`src/dram_timing_cfg.svh`:
```
// Offsets, reset values and master stride of the timing and configuration block.
`ifndef DRAM_TIMING_CFG_SVH
`define DRAM_TIMING_CFG_SVH
`define OFS_WRITE_TO_READ      12'h03c
`define OFS_POWERDOWN_EXIT     12'h040
`define OFS_SELFREF_EXIT       12'h044
`define OFS_SELFREF_ENTRY      12'h048
`define OFS_MEMORY_SETUP_TWO   12'h04c
`define OFS_REFRESH_SETUP      12'h050
`define OFS_QOS_BASE           12'h100
`define OFS_QOS_LAST           12'h13c
`define OFS_CHIP_DECODE        12'h200
`define OFS_CONTROL_STATE      12'h300
`define RST_WRITE_TO_READ      3'h2
`define RST_POWERDOWN_EXIT     8'h01
`define RST_SELFREF_EXIT       8'h0a
`define RST_SELFREF_ENTRY      8'h14
`define RST_MEMORY_SETUP_TWO   11'h000
`define RST_REFRESH_SETUP      12'h000
`define RST_QOS                10'h000
`define RST_CHIP_DECODE        17'h0ff00
`define QOS_MASTER_STRIDE      8'h20
`endif

```
`src/dram_timing_pkg.sv`:
```
// Types shared by the timing and configuration block.
package dram_timing_pkg;
    // Memory type selection.
    typedef enum logic [2:0] {
        MEM_SDR      = 3'h0,
        MEM_DDR      = 3'h1,
        MEM_EMBEDDED = 3'h2,
        MEM_LPDDR    = 3'h3
    } mem_type_t;

    // Controller operating states, one-hot.
    typedef enum logic [2:0] {
        ST_CONFIG = 3'b001,
        ST_READY  = 3'b010,
        ST_LOWPWR = 3'b100
    } ctrl_state_t;

    // Register bus request.
    typedef struct packed {
        logic [11:0] addr;
        logic [31:0] wdata;
        logic        wr;
        logic        rd;
    } reg_req_t;

    // Memory setup fields.
    typedef struct packed {
        logic [1:0] readDelay;
        logic [2:0] memType;
        logic [1:0] memWidth;
        logic       ckeInit;
        logic       dqmInit;
        logic       busFasterSynchronous;
        logic       clocksSynchronous;
    } mem_setup_t;

    // Dependent-command events that each start a gap timer.
    typedef struct packed {
        logic       writeDone;
        logic       powerdownExit;
        logic       selfrefExit;
        logic       selfrefEntry;
    } cmd_event_t;
endpackage : dram_timing_pkg

```
`src/dram_ctrl_timing_config.sv`:
```
// Timing and configuration registers of the dynamic memory controller.
// Behaviour
// - Registers other than control state writable only in config or low-power.
// - Three-bit write-to-read delay, reset two.
// - Eight-bit power-down exit command time.
// - Eight-bit self-refresh command time, reset 0x14.
// - Two-bit pad read latency, reset zero.
// - Memory type field selects SDR/DDR/embedded/LPDDR.
// - Width field selects 16, 32, 64 bits.
// - Bit three sets clock-enable level after reset.
// - Bit two sets mask level after reset.
// - Outstanding refresh limit and prescaler value.
// - Eight masters with identifiers spaced 0x20.
// - Per-master enable, minimum and maximum priority.
// - Bit sixteen selects address organisation.
// - Chip selected by matching address bits 31:24.
// - Mask bits choose compared address bits.
//
// Our own choice: strobed register access.
`include "dram_timing_cfg.svh"
module dram_ctrl_timing_config #(
    parameter int QOS_DEPTH = 16
) (
    input  wire logic                        mclk,
    input  wire logic                        nrst,
    input  wire dram_timing_pkg::reg_req_t   regReq,
    output logic                      [31:0] regRdata,
    input  wire logic                 [31:0] busAddr,
    input  wire logic                 [2:0]  busMaster,
    output logic                             chipSelected,
    output logic                             orgBankFirst,
    output logic                             qosEnable,
    output logic                             qosMin,
    output logic                      [7:0]  qosMax,
    input  wire dram_timing_pkg::cmd_event_t cmdEvent,
    output logic                             readAllowed,
    output logic                             cmdAllowed,
    input  wire logic                        refreshTick,
    input  wire logic                        refreshIssued,
    output logic                             refreshDue,
    output logic                      [8:0]  prescaleValue,
    output logic                             memCke,
    output logic                             memDqm,
    output dram_timing_pkg::mem_setup_t      memSetup
);
    import dram_timing_pkg::*;

    // The QoS window decode is fixed at sixteen words.
    if (QOS_DEPTH != 16) begin : g_bad_depth
        $error("dram_ctrl_timing_config: QOS_DEPTH must be 16");
    end

    // ************************************************************
    // Register storage.
    // ************************************************************
    logic [2:0]  writeToRead_ff;   // Write-to-read delay.
    logic [7:0]  pdExit_ff;        // Power-down exit time.
    logic [7:0]  srExit_ff;        // Self-refresh exit time.
    logic [7:0]  srEntry_ff;       // Self-refresh command time.
    mem_setup_t  setup_ff;         // Memory setup fields.
    logic [11:0] refresh_ff;       // Prescaler and outstanding limit.
    logic [16:0] chip_ff;          // Chip select decode.
    ctrl_state_t state_ff;         // Controller state.
    logic [2:0]  outstanding_ff;   // Refreshes owed to the memory.
    logic [7:0]  gap_ff;           // Gap counter between dependent commands.
    logic        readGap_ff;       // Write-to-read gap in force.
    logic        rdPend_ff;        // Read answer in next cycle.
    logic        qosRd_ff;         // Answer comes from the QoS store.
    logic [31:0] rdHold_ff;        // Registered read data of plain registers.
    logic        memCke_ff;        // Clock-enable output level.
    logic        memDqm_ff;        // Mask output level.

    // Decoded access.
    logic cfgOpen;
    logic wrHit;
    logic qosHit;
    logic [9:0] qosRdData;
    logic [9:0] qosLook;

    // Access other than to control state is granted only in config or low-power state.
    assign cfgOpen = (state_ff == ST_CONFIG) || (state_ff == ST_LOWPWR);
    assign wrHit   = regReq.wr && cfgOpen;

    // Tells whether an address falls in the QoS window.
    function automatic logic isQos(input logic [11:0] a);
        isQos = (a >= `OFS_QOS_BASE) && (a <= `OFS_QOS_LAST) && (a[1:0] == 2'b00);
    endfunction : isQos

    assign qosHit = isQos(regReq.addr);

    // ************************************************************
    // Controller state, written through the control register.
    // ************************************************************
    always_ff @(posedge mclk or negedge nrst) begin
        if (!nrst) begin
            state_ff <= ST_CONFIG;
        end else if (regReq.wr && regReq.addr == `OFS_CONTROL_STATE) begin
            case (regReq.wdata[1:0])
                2'h0:    state_ff <= ST_CONFIG;
                2'h1:    state_ff <= ST_READY;
                2'h2:    state_ff <= ST_LOWPWR;
                default: state_ff <= state_ff;
            endcase
        end
    end

    // ************************************************************
    // Timing registers.
    // ************************************************************
    always_ff @(posedge mclk or negedge nrst) begin
        if (!nrst) begin
            writeToRead_ff <= `RST_WRITE_TO_READ;
            pdExit_ff      <= `RST_POWERDOWN_EXIT;
            srExit_ff      <= `RST_SELFREF_EXIT;
            srEntry_ff     <= `RST_SELFREF_ENTRY;
        end else if (wrHit) begin
            case (regReq.addr)
                `OFS_WRITE_TO_READ:  writeToRead_ff <= regReq.wdata[2:0];
                `OFS_POWERDOWN_EXIT: pdExit_ff      <= regReq.wdata[7:0];
                `OFS_SELFREF_EXIT:   srExit_ff      <= regReq.wdata[7:0];
                `OFS_SELFREF_ENTRY:  srEntry_ff     <= regReq.wdata[7:0];
                default: ;
            endcase
        end
    end

    // ************************************************************
    // Memory setup, refresh setup and chip decode registers.
    // ************************************************************
    always_ff @(posedge mclk or negedge nrst) begin
        if (!nrst) begin
            setup_ff   <= `RST_MEMORY_SETUP_TWO;
            refresh_ff <= `RST_REFRESH_SETUP;
            chip_ff    <= `RST_CHIP_DECODE;
        end else if (wrHit) begin
            case (regReq.addr)
                // Fields in bits 10:0; sync flags are software's duty.
                `OFS_MEMORY_SETUP_TWO: setup_ff <= regReq.wdata[10:0];
                `OFS_REFRESH_SETUP:    refresh_ff <= regReq.wdata[11:0];
                `OFS_CHIP_DECODE:      chip_ff <= regReq.wdata[16:0];
                default: ;
            endcase
        end
    end

    assign memSetup      = setup_ff;
    assign prescaleValue = refresh_ff[11:3];

    // ************************************************************
    // Clock-enable and mask outputs take their init levels in config.
    // ************************************************************
    always_ff @(posedge mclk or negedge nrst) begin
        if (!nrst) begin
            memCke_ff <= 1'b0;
            memDqm_ff <= 1'b0;
        end else if (state_ff == ST_CONFIG) begin
            memCke_ff <= setup_ff.ckeInit;
            memDqm_ff <= setup_ff.dqmInit;
        end else begin
            memCke_ff <= (state_ff == ST_READY);
            memDqm_ff <= 1'b0;
        end
    end

    assign memCke = memCke_ff;
    assign memDqm = memDqm_ff;

    // ************************************************************
    // Per-master QoS store, indexed by master identifier.
    // ************************************************************
    logic [3:0] qosWrIdx;
    logic [3:0] qosLookIdx;

    assign qosWrIdx   = regReq.addr[5:2];
    // Master identifier is busMaster times the stride; its entry index follows.
    assign qosLookIdx = {1'b0, busMaster};

    qos_store #(
        .DEPTH (QOS_DEPTH),
        .WIDTH (10)
    ) u_qos (
        .mclk     (mclk),
        .nrst     (nrst),
        .wrEn     (wrHit && qosHit),
        .wrIdx    (qosWrIdx),
        .wrData   (regReq.wdata[9:0]),
        .rdIdx    (qosWrIdx),
        .rdData   (qosRdData),
        .lookIdx  (qosLookIdx),
        .lookData (qosLook)
    );

    assign qosEnable = qosLook[0];
    assign qosMin    = qosLook[1];
    assign qosMax    = qosLook[9:2];

    // ************************************************************
    // Chip select decode and address organisation.
    // ************************************************************
    always_ff @(posedge mclk or negedge nrst) begin
        if (!nrst) begin
            chipSelected <= 1'b0;
            orgBankFirst <= 1'b0;
        end else begin
            chipSelected <= ((busAddr[31:24] ^ chip_ff[15:8]) & chip_ff[7:0]) == 8'h00;
            orgBankFirst <= chip_ff[16];
        end
    end

    // ************************************************************
    // Outstanding refresh tracking.
    // ************************************************************
    always_ff @(posedge mclk or negedge nrst) begin
        if (!nrst) begin
            outstanding_ff <= 3'h0;
        end else if (refreshTick && !refreshIssued) begin
            if (outstanding_ff < refresh_ff[2:0]) outstanding_ff <= outstanding_ff + 3'h1;
        end else if (refreshIssued && !refreshTick && outstanding_ff != 3'h0) begin
            outstanding_ff <= outstanding_ff - 3'h1;
        end
    end

    // Refresh must be forced once the limit is reached.
    assign refreshDue = (outstanding_ff != 3'h0) &&
                        (outstanding_ff >= refresh_ff[2:0]);

    // ************************************************************
    // Gaps between dependent commands.
    // ************************************************************
    always_ff @(posedge mclk or negedge nrst) begin
        if (!nrst) begin
            gap_ff     <= 8'h00;
            readGap_ff <= 1'b0;
        end else if (cmdEvent.selfrefEntry) begin
            gap_ff     <= srEntry_ff;
            readGap_ff <= 1'b0;
        end else if (cmdEvent.selfrefExit) begin
            gap_ff     <= srExit_ff;
            readGap_ff <= 1'b0;
        end else if (cmdEvent.powerdownExit) begin
            gap_ff     <= pdExit_ff;
            readGap_ff <= 1'b0;
        end else if (cmdEvent.writeDone) begin
            gap_ff     <= {5'h00, writeToRead_ff};
            readGap_ff <= 1'b1;
        end else if (gap_ff != 8'h00) begin
            gap_ff <= gap_ff - 8'h01;
        end else begin
            readGap_ff <= 1'b0;
        end
    end

    assign cmdAllowed  = (gap_ff == 8'h00) || readGap_ff;
    assign readAllowed = (gap_ff == 8'h00);

    // ************************************************************
    // Register read path, answer one cycle after the strobe.
    // ************************************************************
    always_ff @(posedge mclk or negedge nrst) begin
        if (!nrst) begin
            rdHold_ff <= 32'h0000_0000;
            rdPend_ff <= 1'b0;
            qosRd_ff  <= 1'b0;
        end else begin
            rdPend_ff <= regReq.rd;
            qosRd_ff  <= regReq.rd && qosHit && cfgOpen;
            rdHold_ff <= 32'h0000_0000;
            if (regReq.rd && regReq.addr == `OFS_CONTROL_STATE) begin
                rdHold_ff <= {29'h0, state_ff};
            end else if (regReq.rd && cfgOpen) begin
                case (regReq.addr)
                    `OFS_WRITE_TO_READ:    rdHold_ff <= {29'h0, writeToRead_ff};
                    `OFS_POWERDOWN_EXIT:   rdHold_ff <= {24'h0, pdExit_ff};
                    `OFS_SELFREF_EXIT:     rdHold_ff <= {24'h0, srExit_ff};
                    `OFS_SELFREF_ENTRY:    rdHold_ff <= {24'h0, srEntry_ff};
                    `OFS_MEMORY_SETUP_TWO: rdHold_ff <= {21'h0, setup_ff};
                    `OFS_REFRESH_SETUP:    rdHold_ff <= {20'h0, refresh_ff};
                    `OFS_CHIP_DECODE:      rdHold_ff <= {15'h0, chip_ff};
                    default:               rdHold_ff <= 32'h0000_0000;
                endcase
            end
        end
    end

    // Read data are valid only in the cycle after the strobe.
    assign regRdata = !rdPend_ff ? 32'h0000_0000 :
                      qosRd_ff   ? {22'h0, qosRdData} : rdHold_ff;
endmodule : dram_ctrl_timing_config

```
`src/qos_store.sv`:
```
// Small register memory holding the per-master quality-of-service words.
module qos_store #(
    parameter int DEPTH = 16,
    parameter int WIDTH = 10
) (
    input  wire logic                     mclk,
    input  wire logic                     nrst,
    input  wire logic                     wrEn,
    input  wire logic [$clog2(DEPTH)-1:0] wrIdx,
    input  wire logic [WIDTH-1:0]         wrData,
    input  wire logic [$clog2(DEPTH)-1:0] rdIdx,
    output logic      [WIDTH-1:0]         rdData,
    input  wire logic [$clog2(DEPTH)-1:0] lookIdx,
    output logic      [WIDTH-1:0]         lookData
);
    // Storage array.
    logic [WIDTH-1:0] mem_ff [DEPTH];

    // Refuses sizes that the index and data paths cannot serve.
    if (DEPTH < 2 || WIDTH < 1) begin : g_bad_size
        $error("qos_store: bad size");
    end

    // Writes update one entry; reset clears all entries.
    always_ff @(posedge mclk or negedge nrst) begin
        if (!nrst) begin
            for (int i = 0; i < DEPTH; i++) mem_ff[i] <= '0;
        end else if (wrEn) begin
            mem_ff[wrIdx] <= wrData;
        end
    end

    // Read data come from a register.
    always_ff @(posedge mclk or negedge nrst) begin
        if (!nrst) begin
            rdData   <= '0;
            lookData <= '0;
        end else begin
            rdData   <= mem_ff[rdIdx];
            lookData <= mem_ff[lookIdx];
        end
    end
endmodule : qos_store

```
`config.mk`:
```
export PLATFORM = sky130hd
export DESIGN_NAME = dram_ctrl_timing_config
export DESIGN_NICKNAME = d
export VERILOG_FILES = /design/src/dram_timing_pkg.sv /design/src/dram_ctrl_timing_config.sv /design/src/qos_store.sv
export VERILOG_INCLUDE_DIRS = /design/src /design/src/src
export SDC_FILE = /design/constraint.sdc
export NUM_CORES = 1
export LEC_CHECK = 0
export ABC_AREA = 1
export ABC_CLOCK_PERIOD_IN_PS = 4500
export BUFFER_PORTS_ARGS = -buffer_cell sky130_fd_sc_hd__buf_2
export CAP_MARGIN = 20
export CORE_ASPECT_RATIO = 0.8
export CORE_MARGIN = 1.5
export CORE_UTILIZATION = 57
export CTS_CLUSTER_DIAMETER = 150
export DETAILED_ROUTE_END_ITERATION = 16
export PLACE_DENSITY = 0.78
export SYNTH_ARGS = -nofsm -noshare
export SYNTH_HDL_FRONTEND = slang
export SYNTH_SLANG_ARGS = --single-unit
```
`constraint.sdc`:
```
create_clock -name mclk -period 4.5 [get_ports mclk]
set_input_delay 0.9 -clock mclk [delete_from_list [all_inputs] [get_ports mclk]]
set_output_delay 0.9 -clock mclk [all_outputs]
set_load 0.02 [all_outputs]
```
# After elaboration in Yosys (flattened, before gate mapping)
# Index checks and enable logic that the tools add are counted.
[word_totals]
latch_bits = 0
rom_bits = 0
ff_bits = 300
elab_cells = 137
output_inout_bits = 69
ramBits = 0
memories = 0
[classes]
n_shift = 0
n_mux = 30
bitwise = 4
eq_ne = 15
n_div = 0
n_addsub = 3
reduce_logical = 36
n_lt_le_gt_ge = 7
mul = 0
[ops]
columns = ["op", "count"]
rows = [
  ["$bwmux 160", 1],
  ["$pmux 17 s7", 1],
  ["$bmux 10 s4", 2],
  ["$mux 32", 2],
  ["$eq 12x7->1 const B", 5],
  ["$mux 10", 5],
  ["$demux 10 s4", 1],
  ["$mux 8", 5],
  ["$mux 17", 2],
  ["$eq 12x10->1 const B", 2],
  ["$reduce_and 2->1", 9],
  ["$logic_not 8->1", 2],
  ["$logic_and 1x1->1", 14],
  ["$eq 12x6->1 const B", 1],
  ["$ge 12x9->1 const B", 1],
  ["$le 12x9->1 const B", 1],
  ["$ge 5x5->1 const B", 2],
  ["$mux 3", 3],
  ["$pmux 3 s3", 1],
  ["$and 8x8->8", 1],
  ["$reduce_bool 8->1", 1],
  ["$sub 8x1->8 const B", 1],
  ["$xor 8x8->8", 1],
  ["$mux 1", 7],
  ["other kinds (20)", 24],
]

# Depth between registers and ports, before layout
[logic_depth]
word_depth = 6
mapped_depth = 11
depth_no_buf = 10

# Cells and area by module
# From an unflattened synthesis, not the netlist that was laid out.
[hier_totals]
hier_cells = 2182
hier_area_um2 = 15959.1
[by_module_without_submodules]
columns = ["mod", "seq_area_each_um2", "cells_each", "area_each_um2", "instances"]
rows = [
  ["qos_store", 4504.3, 1436, 10138.5, 1],
  ["dram_ctrl_timing_config", 2646.3, 746, 5820.6, 1],
]

# Worst setup path before layout
# No wires, ideal clock.
[synth_path]
path_type = "reg-to-output"
startpoint = "register gap_ff[0]"
endpoint = "output cmdAllowed"
arrival_time_ns = 1.317
path_slack_ns = 2.283
required_ns = 3.600
stages_incl_launch_ff = 6
path_buffers = 0
cell_sequence = "dfrtp_1 inv_1 ha_1 nand3_1 nor2_1 or2_2"
[synth_between]
elab_chain_cells = 2
[synth_rtl]
columns = ["element", "line", "text"]
rows = [
  ["from (decl)", "dram_ctrl_timing_config.sv:65", "logic [7:0] gap_ff;"],
  ["from (signal assigned)", "dram_ctrl_timing_config.sv:235", "gap_ff <= srEntry_ff;"],
  ["from (signal assigned)", "dram_ctrl_timing_config.sv:238", "gap_ff <= srExit_ff;"],
  ["from (signal assigned)", "dram_ctrl_timing_config.sv:241", "gap_ff <= pdExit_ff;"],
  ["$logic_not 8->1", "-", ""],
  ["via readAllowed", "dram_ctrl_timing_config.sv:36", "output logic readAllowed,"],
  ["$logic_or 1x1->1", "dram_ctrl_timing_config.sv:253", "assign cmdAllowed = (gap_ff == 8'h00) || readGap_ff;"],
  ["to (decl)", "dram_ctrl_timing_config.sv:37", "output logic cmdAllowed,"],
]
# The timed path passes the listed nets, and every way through them passes these cells.

# Worst setup path in the final report
[layout_path]
startpoint = "register refresh_ff[2]"
endpoint = "output refreshDue"
[layout_between]
elab_chain_cells = 2
[layout_rtl]
columns = ["element", "line", "text"]
rows = [
  ["from (decl)", "dram_ctrl_timing_config.sv:61", "logic [11:0] refresh_ff;"],
  ["from (signal assigned)", "dram_ctrl_timing_config.sv:133", "refresh_ff <= `RST_REFRESH_SETUP;"],
  ["from (signal assigned)", "dram_ctrl_timing_config.sv:139", "`OFS_REFRESH_SETUP: refresh_ff <= regReq.wdata[11:0];"],
  ["$ge 3x3->1", "dram_ctrl_timing_config.sv:225", "(outstanding_ff >= refresh_ff[2:0]);"],
  ["$logic_and 1x1->1", "dram_ctrl_timing_config.sv:224", "assign refreshDue = (outstanding_ff != 3'h0) &&"],
  ["to (decl)", "dram_ctrl_timing_config.sv:40", "output logic refreshDue,"],
]
# Every way passes these cells.

==> results.sh <==
export IMPL_outcome="finished clean"
export IMPL_synth_distinct_cells=43
export IMPL_fmax_ghz=0.3311
export IMPL_track_usage_pct=31.11
export IMPL_cts_resized=0
export IMPL_leakagePower_nw=7.102
export IMPL_slowest_stage="dfrtp_1"
export IMPL_hold_ws_ns=0.4117
export IMPL_grt_start_max_net_pins=135
export IMPL_worst_pin_slew_ns=1.106
export IMPL_synth_avg_cell_area_um2=8.120
export IMPL_cp_slowest_stage_delay_ns=0.43
export IMPL_min_period_over_period_pct=67.11
export IMPL_wl_mm=38.70
export IMPL_routed_top_layer="met4"
export IMPL_rows=50
export IMPL_n_antenna_cell=0
export IMPL_synthCells=1688
export IMPL_postCtsSetupBuffers=0
export IMPL_worst_clock_skew_ns=0.02172
export IMPL_cts_buffers=28
export IMPL_slew_headroom_pct=26.28
export IMPL_port_buffers=103
export IMPL_die_area_um2=24990
export IMPL_m1WireLength_mm=16.86
export IMPL_p_per_area_nw_per_um2=360.1
export IMPL_wl_per_cell_um=18.90
export IMPL_cap_violations=0
export IMPL_ios=158
export IMPL_coreArea_um2=23520
export IMPL_cts_root_buf="clkbuf_16"
export IMPL_hp_class="in2async"
export IMPL_wl_met2_mm=16.56
export IMPL_cp_arrival_ns=2.12
export IMPL_finalHoldViolCount=0
export IMPL_cts_tree="done"
export IMPL_rsz0062_at_grt="no"
export IMPL_clk_latency_ns=0.56
export IMPL_synth_seq_area_share_pct=52.17
export IMPL_critPathCaptureType="output port"
export IMPL_wl_met3_mm=4.328
export IMPL_grt_pass1_vias=10972
export IMPL_nets=1814
export IMPL_slew_violations=0
export IMPL_fp_dieH_um=141.7
export IMPL_cts_clk_slew_worst_paths_ns=0.06
export IMPL_cp_data_required_time_ns=3.60
export IMPL_dp_hpwl_mm=25.54
export IMPL_yosysWarnings=0
export IMPL_hold_buffers=0
export IMPL_cts_htree_levels=1
export IMPL_fin_crit_ns=3.020
export IMPL_peakVddDrop_v=0.0003031
export IMPL_grt_overflow=0
export IMPL_drtAntennaViolNets=0
export IMPL_via_count=12100
export IMPL_critPathKind="reg2out"
export IMPL_die_x_um=176.4
export IMPL_initialDrtViolationCount=1512
export IMPL_crit_path_cell_trace="inv_1 > ha_1 > nand2_1 > nor2_1 > a211oi_1 > o21ai_0 > nand2_1 > inv_1 > buf_2"
export IMPL_synthToLayoutAreaGrowth_pct=9.977
export IMPL_finalSetupTns_ns=0
export IMPL_vias_per_cell=5.908
export IMPL_start_util_pct=58.27
export IMPL_antenna_found_initial=0
export IMPL_cts_buffer_depth=3
export IMPL_gp_congestion=0.9338
export IMPL_synth_seq_cells=285
export IMPL_finalSetupViolCount=0
export IMPL_syn_area_um2=13710
export IMPL_remaining_drc_errors=0
export IMPL_layout_drive_gt1_share_pct=11.81
export IMPL_cts_sinks=285
export IMPL_dr_pass1_iters=5
export IMPL_grt_pass1_wl_mm=60.39
export IMPL_cp_start_kind="register"
export IMPL_cp_max_fo=3
-- cells in the mapped netlist, drive strengths merged --
cell	n	area, µm²
nand2	468	1764
o21ai	351	1757
dfrtp	270	6756
inv	112	420.4
nor2	109	452.9
clkbuf	71	266.5
buf	62	401.6
nand3	53	282.8
a21oi	43	215.2
a22oi	40	300.3
nand4	34	212.7
dfstp	15	394.1
a31oi	12	75.07
o211ai	11	82.58
ha	8	100.1
or2	6	37.54
clkinv	3	13.76
nand3b	3	35.03
xor2	3	26.28
nor3	2	10.01
nor4	2	12.51
o2111ai	2	17.52
a211oi	1	7.510
conb	1	3.750
fa	1	20.02
o221ai	1	8.760
o22ai	1	6.260
o311ai	1	8.760
or3b	1	8.760
xnor2	1	8.760
-- stage by stage --
| step | std cells | instance area [µm²] | utilization [%] | worst slack, ns | power [W] |
|---|---|---|---|---|---|
| 2_1_floorplan | 1702 | 13760 | - | 2.283 | 0.002914 |
| 4_1_cts | 2048 | 15070 | 64.09 | 1.502 | 0.005438 |
| 3_3_place_gp | 1998 | 14150 | 60.16 | 1.304 | 0.003080 |
| 3_5_place_dp | 1998 | 14150 | 60.16 | 1.268 | 0.003089 |
| 5_1_grt | 2048 | 15070 | 64.09 | 1.419 | 0.005604 |
| 6_report | 2048 | 15070 | 64.09 | 1.480 | 0.005428 |
-- layout by cell type (no fill, tap or decap), drive strengths merged, types with 40 or more instances in the layout --
cell,synthesis,routed
clkbuf,71,44
a21oi,43,43
nand2,468,468
dfrtp,270,270
inv,112,112
buf,62,117
nand3,53,53
a22oi,40,40
o21ai,351,351
nor2,109,109
-- power by group --
part           leakage [nW]  internal [W]  total [W]  switching (W)
Sequential             3.89       0.00259    0.00261      0.0000217
Combinational          2.76      0.000112   0.000434       0.000322
Clock                 0.455       0.00139    0.00238       0.000992
Total                  7.10       0.00409    0.00543        0.00134
-- worst paths after layout --
path / startpoint / endpoint / slack [ns] / cells past startpoint
min: nrst / refresh_ff[10] / 0.41 / 1
max in group asynchronous: nrst / pdExit_ff[0] / 2.97 / 2
min reg2reg: chip_ff[16] / orgBankFirst / 0.41 / 0
max reg2reg: state_ff[0] / u_qos.mem_ff[146] / 1.80 / 7
max: refresh_ff[2] / refreshDue / 1.48 / 9
min in group mclk: chip_ff[16] / orgBankFirst / 0.41 / 0
-- worst max-delay path: cells and delay by family (launching register included) --
family | cells | cell delay, ns
AOI/OAI and AO/OA | 2 | 0.38
adders and majority gates | 1 | 0.31
buffers and inverters | 3 | 0.24
DFF | 1 | 0.43
and+or+nand+nor | 3 | 0.21
-- layout make-up --
| class | instances | area [µm²] |
|---|---|---|
| flip-flops and latches | 285 | 7151 |
| multi-input cells | 1169 | 5522 |
| inverters | 115 | 434.2 |
| clock inverters | 6 | 80.08 |
| clock buffers | 44 | 842.1 |
| repair buffers | 117 | 655.6 |
| fillers | 1997 | 8448 |
| well taps | 312 | 390.4 |
-- cell families after synthesis --
group	count (synthesis)	share of synthesized area (%)
DFF	285	52.17
AOI/OAI and AO/OA	463	18.08
adders and majority gates	9	0.8763
xor gates and xnor gates	4	0.2556
other	1	0.02736
and+or+nand+nor	678	20.55
buffers and inverters	248	8.042
-- layer usage --
metal  vias to the layer above  GRT usage (%)
met3                        70          8.307
met4                         0          9.322
met5                         -              0
met2                       616          44.99
li1                       5602              -
met1                      5812          45.86
-- registers in the layout, indices dropped and copies added (netlist names), 3 cells and up --
register,cells
chip_ff,17
memSetup,11
rdHold_ff,17
pdExit_ff,8
srExit_ff,8
outstanding_ff,3
u_qos.mem_ff,160
u_qos.rdData,10
gap_ff,8
refresh_ff,12
srEntry_ff,8
writeToRead_ff,3
u_qos.lookData,10
state_ff,3
No activity file was read; power rests on OpenSTA's default activity.
